==> src/common/usb_status_pkg.sv <==
// Shared constants and types for the device status and fault reporting block
package usb_status_pkg;

  // ----------------------------------------------------------------
  // Command codes
  // ----------------------------------------------------------------
  localparam logic [7:0] CMD_DEV_STATUS = 8'hfe;
  localparam logic [7:0] CMD_FAULT      = 8'hff;

  // ----------------------------------------------------------------
  // Device status byte layout
  // ----------------------------------------------------------------
  localparam int BIT_CONNECT     = 0;
  localparam int BIT_CONN_CHANGE = 1;
  localparam int BIT_SLEEP       = 2;
  localparam int BIT_SLEEP_CHG   = 3;
  localparam int BIT_BUS_RESET   = 4;

  // ----------------------------------------------------------------
  // Fault byte layout
  // ----------------------------------------------------------------
  localparam int FAULT_CODE_W     = 4;
  localparam int FAULT_ACTIVE_BIT = 4;
  localparam int RESERVED_W       = 3;

  typedef enum logic [3:0] {
    FAULT_NONE       = 4'h0,
    FAULT_PID_ENC    = 4'h1,
    FAULT_PID_UNK    = 4'h2,
    FAULT_SEQUENCE   = 4'h3,
    FAULT_TOKEN_CRC  = 4'h4,
    FAULT_DATA_CRC   = 4'h5,
    FAULT_TIMEOUT    = 4'h6,
    FAULT_BABBLE     = 4'h7,
    FAULT_EOP        = 4'h8,
    FAULT_NAK        = 4'h9,
    FAULT_STALL_SENT = 4'ha,
    FAULT_OVERRUN    = 4'hb,
    FAULT_ISO_EMPTY  = 4'hc,
    FAULT_BITSTUFF   = 4'hd,
    FAULT_SYNC       = 4'he,
    FAULT_TOGGLE     = 4'hf
  } fault_code_t;

  localparam fault_code_t FAULT_RESET = FAULT_NONE;

  // ----------------------------------------------------------------
  // Timing
  // ----------------------------------------------------------------
  localparam int CLK_FREQ_MHZ    = 20;
  localparam int IDLE_TIME_US    = 3000;
  localparam int WAKE_TIME_US    = 2000;
  localparam int IDLE_CYCLES_DEF = IDLE_TIME_US * CLK_FREQ_MHZ;
  localparam int WAKE_CYCLES_DEF = WAKE_TIME_US * CLK_FREQ_MHZ;
  localparam int TIMER_W         = 17;

  typedef enum logic [0:0] {
    WAKE_IDLE  = 1'b0,
    WAKE_DRIVE = 1'b1
  } wake_state_t;

endpackage

==> src/design/line_idle_timer.sv <==
// Upstream line activity synchroniser and idle timer
`timescale 1ns/100ps
module line_idle_timer
  import usb_status_pkg::*;
#(
  parameter int IDLE_CYCLES = IDLE_CYCLES_DEF
) (
  input  wire logic core_clk,
  input  wire logic resetn,
  input  wire logic line_activity,
  output logic      activity_sync,
  output logic      idle_expired
);

  logic               sync_stage;
  logic [TIMER_W-1:0] idle_count;

  // ----------------------------------------------------------------
  // Two-stage synchroniser
  // ----------------------------------------------------------------
  always_ff @(posedge core_clk or negedge resetn) begin
    if (!resetn) begin
      sync_stage    <= 1'b0;
      activity_sync <= 1'b0;
    end else begin
      sync_stage    <= line_activity;
      activity_sync <= sync_stage;
    end
  end

  // ----------------------------------------------------------------
  // Idle counter, saturating
  // ----------------------------------------------------------------
  always_ff @(posedge core_clk or negedge resetn) begin
    if (!resetn) begin
      idle_count <= '0;
    end else if (activity_sync) begin
      idle_count <= '0;
    end else if (idle_count != TIMER_W'(IDLE_CYCLES)) begin
      idle_count <= idle_count + TIMER_W'(1);
    end
  end

  always_ff @(posedge core_clk or negedge resetn) begin
    if (!resetn) begin
      idle_expired <= 1'b0;
    end else begin
      idle_expired <= !activity_sync && (idle_count == TIMER_W'(IDLE_CYCLES));
    end
  end
endmodule

==> src/design/fault_recorder.sv <==
// Last fault code and fault-active flag
`timescale 1ns/100ps
module fault_recorder
  import usb_status_pkg::*;
(
  input  wire logic              core_clk,
  input  wire logic              resetn,
  input  wire logic              fault_strobe,
  input  wire logic [3:0]        fault_in,
  input  wire logic              fault_read,
  output fault_code_t            fault_code,
  output logic                   fault_active
);

  always_ff @(posedge core_clk or negedge resetn) begin
    if (!resetn) begin
      fault_code <= FAULT_RESET;
    end else if (fault_strobe) begin
      fault_code <= fault_code_t'(fault_in);
    end
  end

  // New fault wins over a read in the same cycle
  always_ff @(posedge core_clk or negedge resetn) begin
    if (!resetn) begin
      fault_active <= 1'b0;
    end else if (fault_strobe) begin
      fault_active <= 1'b1;
    end else if (fault_read) begin
      fault_active <= 1'b0;
    end
  end
endmodule

==> src/design/usb_sie_device_status_error.sv <==
// Device status, suspend, bus reset and fault reporting for the serial engine
`timescale 1ns/100ps
module usb_sie_device_status_error
  import usb_status_pkg::*;
#(
  parameter int IDLE_CYCLES = IDLE_CYCLES_DEF,
  parameter int WAKE_CYCLES = WAKE_CYCLES_DEF
) (
  input  wire logic       core_clk,
  input  wire logic       resetn,
  input  wire logic       cmd_strobe,
  input  wire logic [7:0] cmd_code,
  input  wire logic       wr_strobe,
  input  wire logic [7:0] wr_data,
  input  wire logic       rd_strobe,
  output logic      [7:0] rd_data,
  output logic            rd_done,
  input  wire logic       line_activity,
  input  wire logic       bus_reset_seen,
  input  wire logic       pullup_attached,
  input  wire logic       fault_strobe,
  input  wire logic [3:0] fault_in,
  output logic            idle_sleep_state,
  output logic            device_state_event,
  output logic            enter_default,
  output logic            wake_drive
);

  // ----------------------------------------------------------------
  // Internal state
  // ----------------------------------------------------------------
  logic [7:0]         active_cmd;
  logic               sleep_state_changed;
  logic               bus_reset_flag;
  logic               activity_sync;
  logic               idle_expired;
  logic               idle_expired_d;
  logic               connected_d;
  fault_code_t        fault_code;
  logic               fault_active;
  wake_state_t        wake_state;
  wake_state_t        next_wake_state;
  logic [TIMER_W-1:0] wake_count;

  logic status_rd;
  logic fault_rd;
  logic status_cmd;
  logic wake_request;
  logic sleep_enter;
  logic sleep_leave;
  logic reset_accept;
  logic next_sleep;

  function automatic logic is_cmd(input logic [7:0] code, input logic [7:0] want);
    is_cmd = (code == want);
  endfunction

  // ----------------------------------------------------------------
  // Helpers
  // ----------------------------------------------------------------
  line_idle_timer #(
    .IDLE_CYCLES (IDLE_CYCLES)
  ) u_idle (
    .core_clk      (core_clk),
    .resetn        (resetn),
    .line_activity (line_activity),
    .activity_sync (activity_sync),
    .idle_expired  (idle_expired)
  );

  fault_recorder u_fault (
    .core_clk     (core_clk),
    .resetn       (resetn),
    .fault_strobe (fault_strobe),
    .fault_in     (fault_in),
    .fault_read   (fault_rd),
    .fault_code   (fault_code),
    .fault_active (fault_active)
  );

  // ----------------------------------------------------------------
  // Command decode
  // ----------------------------------------------------------------
  always_ff @(posedge core_clk or negedge resetn) begin
    if (!resetn) begin
      active_cmd <= 8'h00;
    end else if (cmd_strobe) begin
      active_cmd <= cmd_code;
    end
  end

  always_comb begin
    status_cmd = cmd_strobe && is_cmd(cmd_code, CMD_DEV_STATUS);
    status_rd  = rd_strobe && is_cmd(active_cmd, CMD_DEV_STATUS);
    fault_rd   = rd_strobe && is_cmd(active_cmd, CMD_FAULT);
    wake_request = wr_strobe && is_cmd(active_cmd, CMD_DEV_STATUS)
                   && !wr_data[BIT_SLEEP] && idle_sleep_state
                   && pullup_attached;
  end

  // ----------------------------------------------------------------
  // Suspend tracking
  // ----------------------------------------------------------------
  always_ff @(posedge core_clk or negedge resetn) begin
    if (!resetn) begin
      idle_expired_d <= 1'b0;
      connected_d    <= 1'b0;
    end else begin
      idle_expired_d <= idle_expired;
      connected_d    <= pullup_attached;
    end
  end

  always_comb begin
    sleep_enter = idle_expired && !idle_expired_d && !idle_sleep_state;
    sleep_leave = idle_sleep_state
                  && (activity_sync || (connected_d && !pullup_attached));
    next_sleep  = idle_sleep_state;
    if (sleep_leave) begin
      next_sleep = 1'b0;
    end else if (sleep_enter) begin
      next_sleep = 1'b1;
    end
  end

  always_ff @(posedge core_clk or negedge resetn) begin
    if (!resetn) begin
      idle_sleep_state <= 1'b0;
    end else begin
      idle_sleep_state <= next_sleep;
    end
  end

  // Set wins over a status read in the same cycle
  always_ff @(posedge core_clk or negedge resetn) begin
    if (!resetn) begin
      sleep_state_changed <= 1'b0;
    end else if (next_sleep != idle_sleep_state) begin
      sleep_state_changed <= 1'b1;
    end else if (status_rd) begin
      sleep_state_changed <= 1'b0;
    end
  end

  // ----------------------------------------------------------------
  // Bus reset
  // ----------------------------------------------------------------
  always_comb begin
    reset_accept = bus_reset_seen && pullup_attached;
  end

  always_ff @(posedge core_clk or negedge resetn) begin
    if (!resetn) begin
      bus_reset_flag <= 1'b0;
    end else if (reset_accept) begin
      bus_reset_flag <= 1'b1;
    end else if (status_rd) begin
      bus_reset_flag <= 1'b0;
    end
  end

  // One pulse to the endpoint, address and buffer logic
  always_ff @(posedge core_clk or negedge resetn) begin
    if (!resetn) begin
      enter_default <= 1'b0;
    end else begin
      enter_default <= reset_accept;
    end
  end

  // ----------------------------------------------------------------
  // Device status event
  // ----------------------------------------------------------------
  always_ff @(posedge core_clk or negedge resetn) begin
    if (!resetn) begin
      device_state_event <= 1'b0;
    end else if ((next_sleep != idle_sleep_state) || reset_accept) begin
      device_state_event <= 1'b1;
    end else if (status_cmd) begin
      device_state_event <= 1'b0;
    end
  end

  // ----------------------------------------------------------------
  // Remote wake-up drive
  // ----------------------------------------------------------------
  always_comb begin
    next_wake_state = wake_state;
    case (wake_state)
      WAKE_IDLE: begin
        if (wake_request) begin
          next_wake_state = WAKE_DRIVE;
        end
      end
      WAKE_DRIVE: begin
        if (wake_count == TIMER_W'(WAKE_CYCLES - 1)) begin
          next_wake_state = WAKE_IDLE;
        end
      end
      default: begin
        next_wake_state = WAKE_IDLE;
      end
    endcase
  end

  always_ff @(posedge core_clk or negedge resetn) begin
    if (!resetn) begin
      wake_state <= WAKE_IDLE;
      wake_drive <= 1'b0;
    end else begin
      wake_state <= next_wake_state;
      wake_drive <= (next_wake_state == WAKE_DRIVE);
    end
  end

  always_ff @(posedge core_clk or negedge resetn) begin
    if (!resetn) begin
      wake_count <= '0;
    end else if (wake_state == WAKE_DRIVE) begin
      wake_count <= wake_count + TIMER_W'(1);
    end else begin
      wake_count <= '0;
    end
  end

  // ----------------------------------------------------------------
  // Read data
  // ----------------------------------------------------------------
  always_ff @(posedge core_clk or negedge resetn) begin
    if (!resetn) begin
      rd_data <= 8'h00;
      rd_done <= 1'b0;
    end else begin
      rd_done <= rd_strobe;
      if (status_rd) begin
        rd_data <= {{RESERVED_W{1'b0}}, bus_reset_flag, sleep_state_changed,
                    idle_sleep_state, 1'b0, pullup_attached};
      end else if (fault_rd) begin
        rd_data <= {{RESERVED_W{1'b0}}, fault_active, fault_code};
      end else if (rd_strobe) begin
        rd_data <= 8'h00;
      end
    end
  end
endmodule

==> config.mk <==
export PLATFORM = sky130hd
export DESIGN_NAME = usb_sie_device_status_error
export DESIGN_NICKNAME = d
export VERILOG_FILES = /design/src/common/usb_status_pkg.sv /design/src/design/line_idle_timer.sv /design/src/design/fault_recorder.sv /design/src/design/usb_sie_device_status_error.sv
export SDC_FILE = /design/constraint.sdc
export NUM_CORES = 1
export LEC_CHECK = 0
export ABC_CLOCK_PERIOD_IN_PS = 2450
export BUFFER_PORTS_ARGS = -buffer_cell sky130_fd_sc_hd__buf_2
export CORE_AREA = 2 2 81 83
export DETAILED_ROUTE_END_ITERATION = 10
export DIE_AREA = 0 0 83 85
export GPL_TIMING_DRIVEN = 0
export PLACE_DENSITY = 0.75
export SLEW_MARGIN = 20
export SYNTH_ARGS = -nofsm -noshare
export SYNTH_HDL_FRONTEND = slang
export SYNTH_SLANG_ARGS = --single-unit
==> constraint.sdc <==
create_clock -name core_clk -period 2.45 [get_ports core_clk]
set_clock_uncertainty 0.2 [all_clocks]
set_input_delay 0.6125 -clock core_clk [delete_from_list [all_inputs] [get_ports core_clk]]
set_output_delay 0.6125 -clock core_clk [all_outputs]
set_load 0.01 [all_outputs]
[After elaboration in Yosys (flattened, before gate mapping)]
Cells that the tools add are included.
Storage, ports and cells
  register bits after elaboration: 67
  logic and storage cells: 72
Operators by class
  $add $sub $neg: 2
  muxes and demuxes: 18
  equal/unequal tests: 7
  bitwise operators: 1
  reduce and logical (&&, ||, !) cells: 26
Operators by type and width (count)
  17-bit two-way mux: 3
  17-bit by 1-bit adder with 17-bit output (second input constant): 2
  17-bit by 16-bit == test with 1-bit output (second input constant): 2
  8-bit == test (second input constant): 3
  8-bit two-way mux: 3
  17-bit by 16-bit != test with 1-bit output (second input constant): 1
  1-bit logical AND: 13
  1-bit two-way mux: 11
  2-bit nonzero test: 5
  1-bit zero test: 5
  3-bit nonzero test: 1
  1-bit logical OR: 2
  1-bit one-hot mux with 2 select lines: 1
  1-bit != test: 1
  1-bit NOT: 1

[Depth between registers and ports, before layout]
  depth in word-level cells: 8
  gate-level depth with buffers: 6
  gate-level depth less buffers: 6

[Hierarchy]
From an unflattened synthesis, not the netlist that was laid out.
Second synthesis, totals
  cells, all modules: 273
  area, all modules: 3004.1 um2
Modules (own cells, without submodules)
  usb_sie_device_status_error: area each 1819.2 um2, instances 1, seq. area each 975.9 um2, cells each 164
  line_idle_timer: area each 1002.2 um2, instances 1, seq. area each 500.5 um2, cells each 98
  fault_recorder: area each 182.7 um2, instances 1, seq. area each 125.1 um2, cells each 11

[Least setup slack after synthesis]
Ideal clock, no wire load.
  path type: input -> register
  start: input cmd_strobe
  end: register device_state_event
  path slack: 530 ps
  arrival time: 1596 ps
  required time: 2126 ps
  stages: 5
  path through: clkbuf_1 > nand4_1 > nor3b_1 > nand4_1 > a211o_1
Between the ends
  cells in the longest elaborated chain, start to end: 2
Ends and longest elaborated chain
  start: declaration: line usb_sie_device_status_error.sv:11  | input wire logic cmd_strobe,
  1-bit logical AND: line usb_sie_device_status_error.sv:93  | status_cmd = cmd_strobe && is_cmd(cmd_code, CMD_DEV_STATUS);
  2-bit nonzero test (no line)
  end signal: assignment: line usb_sie_device_status_error.sv:176  | device_state_event <= 1'b0;
  end signal: assignment: line usb_sie_device_status_error.sv:178  | device_state_event <= 1'b1;
  end signal: assignment: line usb_sie_device_status_error.sv:180  | device_state_event <= 1'b0;
  end: declaration: line usb_sie_device_status_error.sv:24  | output logic device_state_event,
Every way passes these cells.
A chain may end at the register's enable or synchronous reset.

[Worst setup path in the final report]
  start: register wake_count[0]
  end: register wake_count[16]
Between the ends
  cells in the longest elaborated chain, start to end: 2
Ends and longest elaborated chain
  start: declaration: line usb_sie_device_status_error.sv:43  | logic [TIMER_W-1:0] wake_count;
  start signal: assignment: line usb_sie_device_status_error.sv:220  | wake_count <= wake_count + TIMER_W'(1);
  17-bit by 1-bit adder with 17-bit output: line usb_sie_device_status_error.sv:220
  17-bit two-way mux: line usb_sie_device_status_error.sv:219  | end else if (wake_state == WAKE_DRIVE) begin
Every way passes these cells.

==> metrics.txt <==
Max Buffers Root-to-Sink=2; Max FO, Critical Path=8; Die ar.=7060 um2; Worst R2R Start=wake_count[0]; Critical-path top delay cell=or4b_2; relative slew slack=0.468; Die Y=85 um; Pre-antenna DRT Iters=4; Max VDD drop=approximately 0.48 mV; sequential area share after synthesis=0.544; top cell type's share of synthesized area=0.544; Synth warnings=0; Core Region=6200 um2; Worst Max-Slew Pin Slew=0.799 ns; status=finished clean; share of cells above drive strength 1=0.228; final setup fails=0; FF-to-FF path depth=5; fillcell total=approximately 540; Clock transition at path regs=0.07 ns; Via density=5.44; Setup CP Type=reg -> reg; top-count cell post-synth=dfrtp_1; unrepaired setup endpoints after global routing=false; via count=2109; Synth top cells by count=dfrtp_1 (64), xnor2_1 (21), nor2_1 (18), and2_1 (16), nand3_1 (13); Post-route DRC=0; total grt overflow=0; flop and latch count out of synthesis=64; hpwl dp=roughly 3.8 mm; Cells after Synth=around 260; IO buf count=30; Iter 0 DRT Violations=107; post-route ant nets=0; async set-reset flop share out of synthesis=1.00; Post-Place Cells=372; startpoint types=flip-flop; synth-to-layout area growth=15.5%; Main synth FF type=dfrtp_1; # diodes=0; number of synthesized flops with an enable pin=0; post-DR wirelength/cell=14.3 um; root buffer cell=clkbuf_8; flop2flop setup slack=0.44 ns; Arrival @ worst endpoint=2.08 ns; CTS tree=done; CTS resizes=0; crit path from=wake_count[0]; Initial Util=0.475; DRT Wirelength=5.53 mm; RR Endpoint=wake_count[16]; first-pass GRT wire length=between 9 and 10 mm; PD cells=621 nW/um2; HP Class=in -> async; period utilisation layout=0.821; total track usage=0.175; Synth area leaders=dfrtp_1 (54%), xnor2_1 (6.2%), mux2_2 (4.6%), and2_1 (3.4%), nand4_1 (2.5%); PnR worst setup slack=0.438 ns; Routed met1 length=between 2 and 3 mm; hold buffer count at CTS=0; number of antenna violations at the first check in global routing=0; total of max-cap violations=0; Row Count=29; Layout Utilization=0.548; register area=1600 um2; Critical Path RT=2.52 ns; metal3 WL=223 um; post-CTS setup buffers=0; Netlist cell types=49; CTS Buf Count=9; pre-CTS setup slack=between 0.3 and 0.4 ns; depth of the CTS H-tree=3; Cell Count, Final, Fillers Out=388; max-slew violation count=0; vias in the first global route=2047; endpoint type of the worst setup path=flip-flop; Hold Vio Cnt, Final=0; CTS sink cnt=64; worst skew pair latency=0.33 ns; Post-Syn Area=2950 um2; Die Wd=83 um; GP Congestion=0.808; DR top layer=met4; crit-path cells=ha_1, clkbuf_1, nand4_1, or4b_2, nand2_1; Crit path largest cell delay=0.64 ns; num ports=42; TNS Setup=0 ns; Mean Syn Cell Area=around 11 um2; largest net degree at the start of global routing=between 60 and 70; multi-input combinational cell area=about 1300 um2; fmax=497 MHz; Period minus WS final=2.01 ns; nets@finish=338; Leak Pwr=around 1.5 nW; Met2 Wirelength=around 2.7 mm; leading area contributor after synthesis=dfrtp_1
[registers in the layout, summed over array words and instances (netlist names)]
name	cells
wake_count	17
idle_sleep_state	1
rd_done	1
u_idle.idle_expired	1
u_idle.sync_stage	1
rd_data	5
u_fault.fault_code	4
idle_expired_d	1
active_cmd	8
enter_default	1
wake_state	1
bus_reset_flag	1
u_idle.idle_count	17
connected_d	1
device_state_event	1
u_fault.fault_active	1
u_idle.activity_sync	1
sleep_state_changed	1
[critical path: cells and delay by family, from the launching register on]
kind | cells | cell delay, ns
adder cells (fa/ha/maj) | 1 | 0.16
buffers and inverters | 1 | 0.33
flip-flops | 1 | 0.39
AND/OR/NAND/NOR | 3 | 0.90
[cell type report]
class	instances	area share
flip-flops and latches	64	0.471
multi-input cells	180	0.370
clock buffers	13	0.0467
repair buffers	30	0.0449
well taps	77	0.0283
plain buffers	12	0.0180
clock inverters	3	0.0118
inverters	9	0.00993
[metrics by stage]
step / hold slack [ns] / total power [mW] / area (um2)
6_report: 0.151 / 2.11 / 3400
5_1_grt: 0.154 / 2.21 / 3400
4_1_cts: 0.160 / 2.14 / 3400
3_5_place_dp: 0.144 / 1.23 / 3200
3_3_place_gp: 0.135 / 1.23 / 3200
2_1_floorplan: 0.117 / 1.17 / 2950
[cell usage in the layout, fill, tap and decap left out, types with 2 or more instances in the layout]
| cell | synthesis | final |
|---|---|---|
| a21o_1 | 3 | 3 |
| clkinv_2 | 0 | 2 |
| nor4b_1 | 2 | 2 |
| nand4_1 | 12 | 12 |
| a221o_1 | 4 | 4 |
| a21oi_1 | 5 | 5 |
| or3_1 | 3 | 3 |
| clkbuf_8 | 0 | 11 |
| or2_2 | 2 | 2 |
| nor3b_1 | 2 | 2 |
| buf_4 | 4 | 5 |
| nor4_1 | 5 | 5 |
| o211ai_1 | 2 | 2 |
| nand2_1 | 9 | 9 |
| o21bai_1 | 2 | 2 |
| buf_2 | 1 | 30 |
| nor2_1 | 18 | 18 |
| nand3_1 | 13 | 13 |
| nand3b_1 | 2 | 2 |
| xor2_1 | 3 | 3 |
| o21ai_0 | 5 | 5 |
| clkbuf_1 | 6 | 8 |
| nor3_1 | 4 | 4 |
| ha_1 | 3 | 3 |
| mux2_2 | 12 | 12 |
| xnor2_1 | 21 | 21 |
| inv_1 | 9 | 9 |
| conb_1 | 1 | 3 |
| nand4b_1 | 2 | 2 |
| dfrtp_1 | 64 | 64 |
| nor2b_1 | 4 | 4 |
| and2_1 | 16 | 16 |
| or4b_2 | 2 | 2 |
| and3_1 | 2 | 2 |
| and4_1 | 4 | 4 |
[routing by layer]
metal / global-route usage / vias up
li1: - / 1012
met1: 0.233 / 1048
met2: 0.271 / 43
met3: 0.0642 / 6
met4: 0.0492 / 0
met5: 0 / -
[how the worst max path moves through the flow]
stage / depth (start not counted) / end / slack, ns
floorplan: 5 / device_state_event / 0.53
global route: 5 / wake_count[16] / 0.32
global placement: 5 / device_state_event / 0.35
detailed placement: 5 / device_state_event / 0.34
finish: 5 / wake_count[16] / 0.44
CTS: 5 / wake_count[16] / 0.45
[report_power, final]
group          switching, mW  leakage, nW  total [mW]  internal [mW]
Sequential            0.0193        0.819        1.10           1.09
Clock                  0.378        0.103       0.902          0.523
Combinational         0.0590        0.579       0.106         0.0472
[logic make-up after synthesis]
kind of cell / synth area share
AO/OA/AOI/OAI: 0.0662
XOR/XNOR: 0.0713
adder cells (fa/ha/maj): 0.0127
buffers and inverters: 0.0323
flip-flops: 0.544
multiplexers: 0.0493
other: 0.00127
AND/OR/NAND/NOR: 0.223
Note: power is estimated with default switching activity, not from simulation.
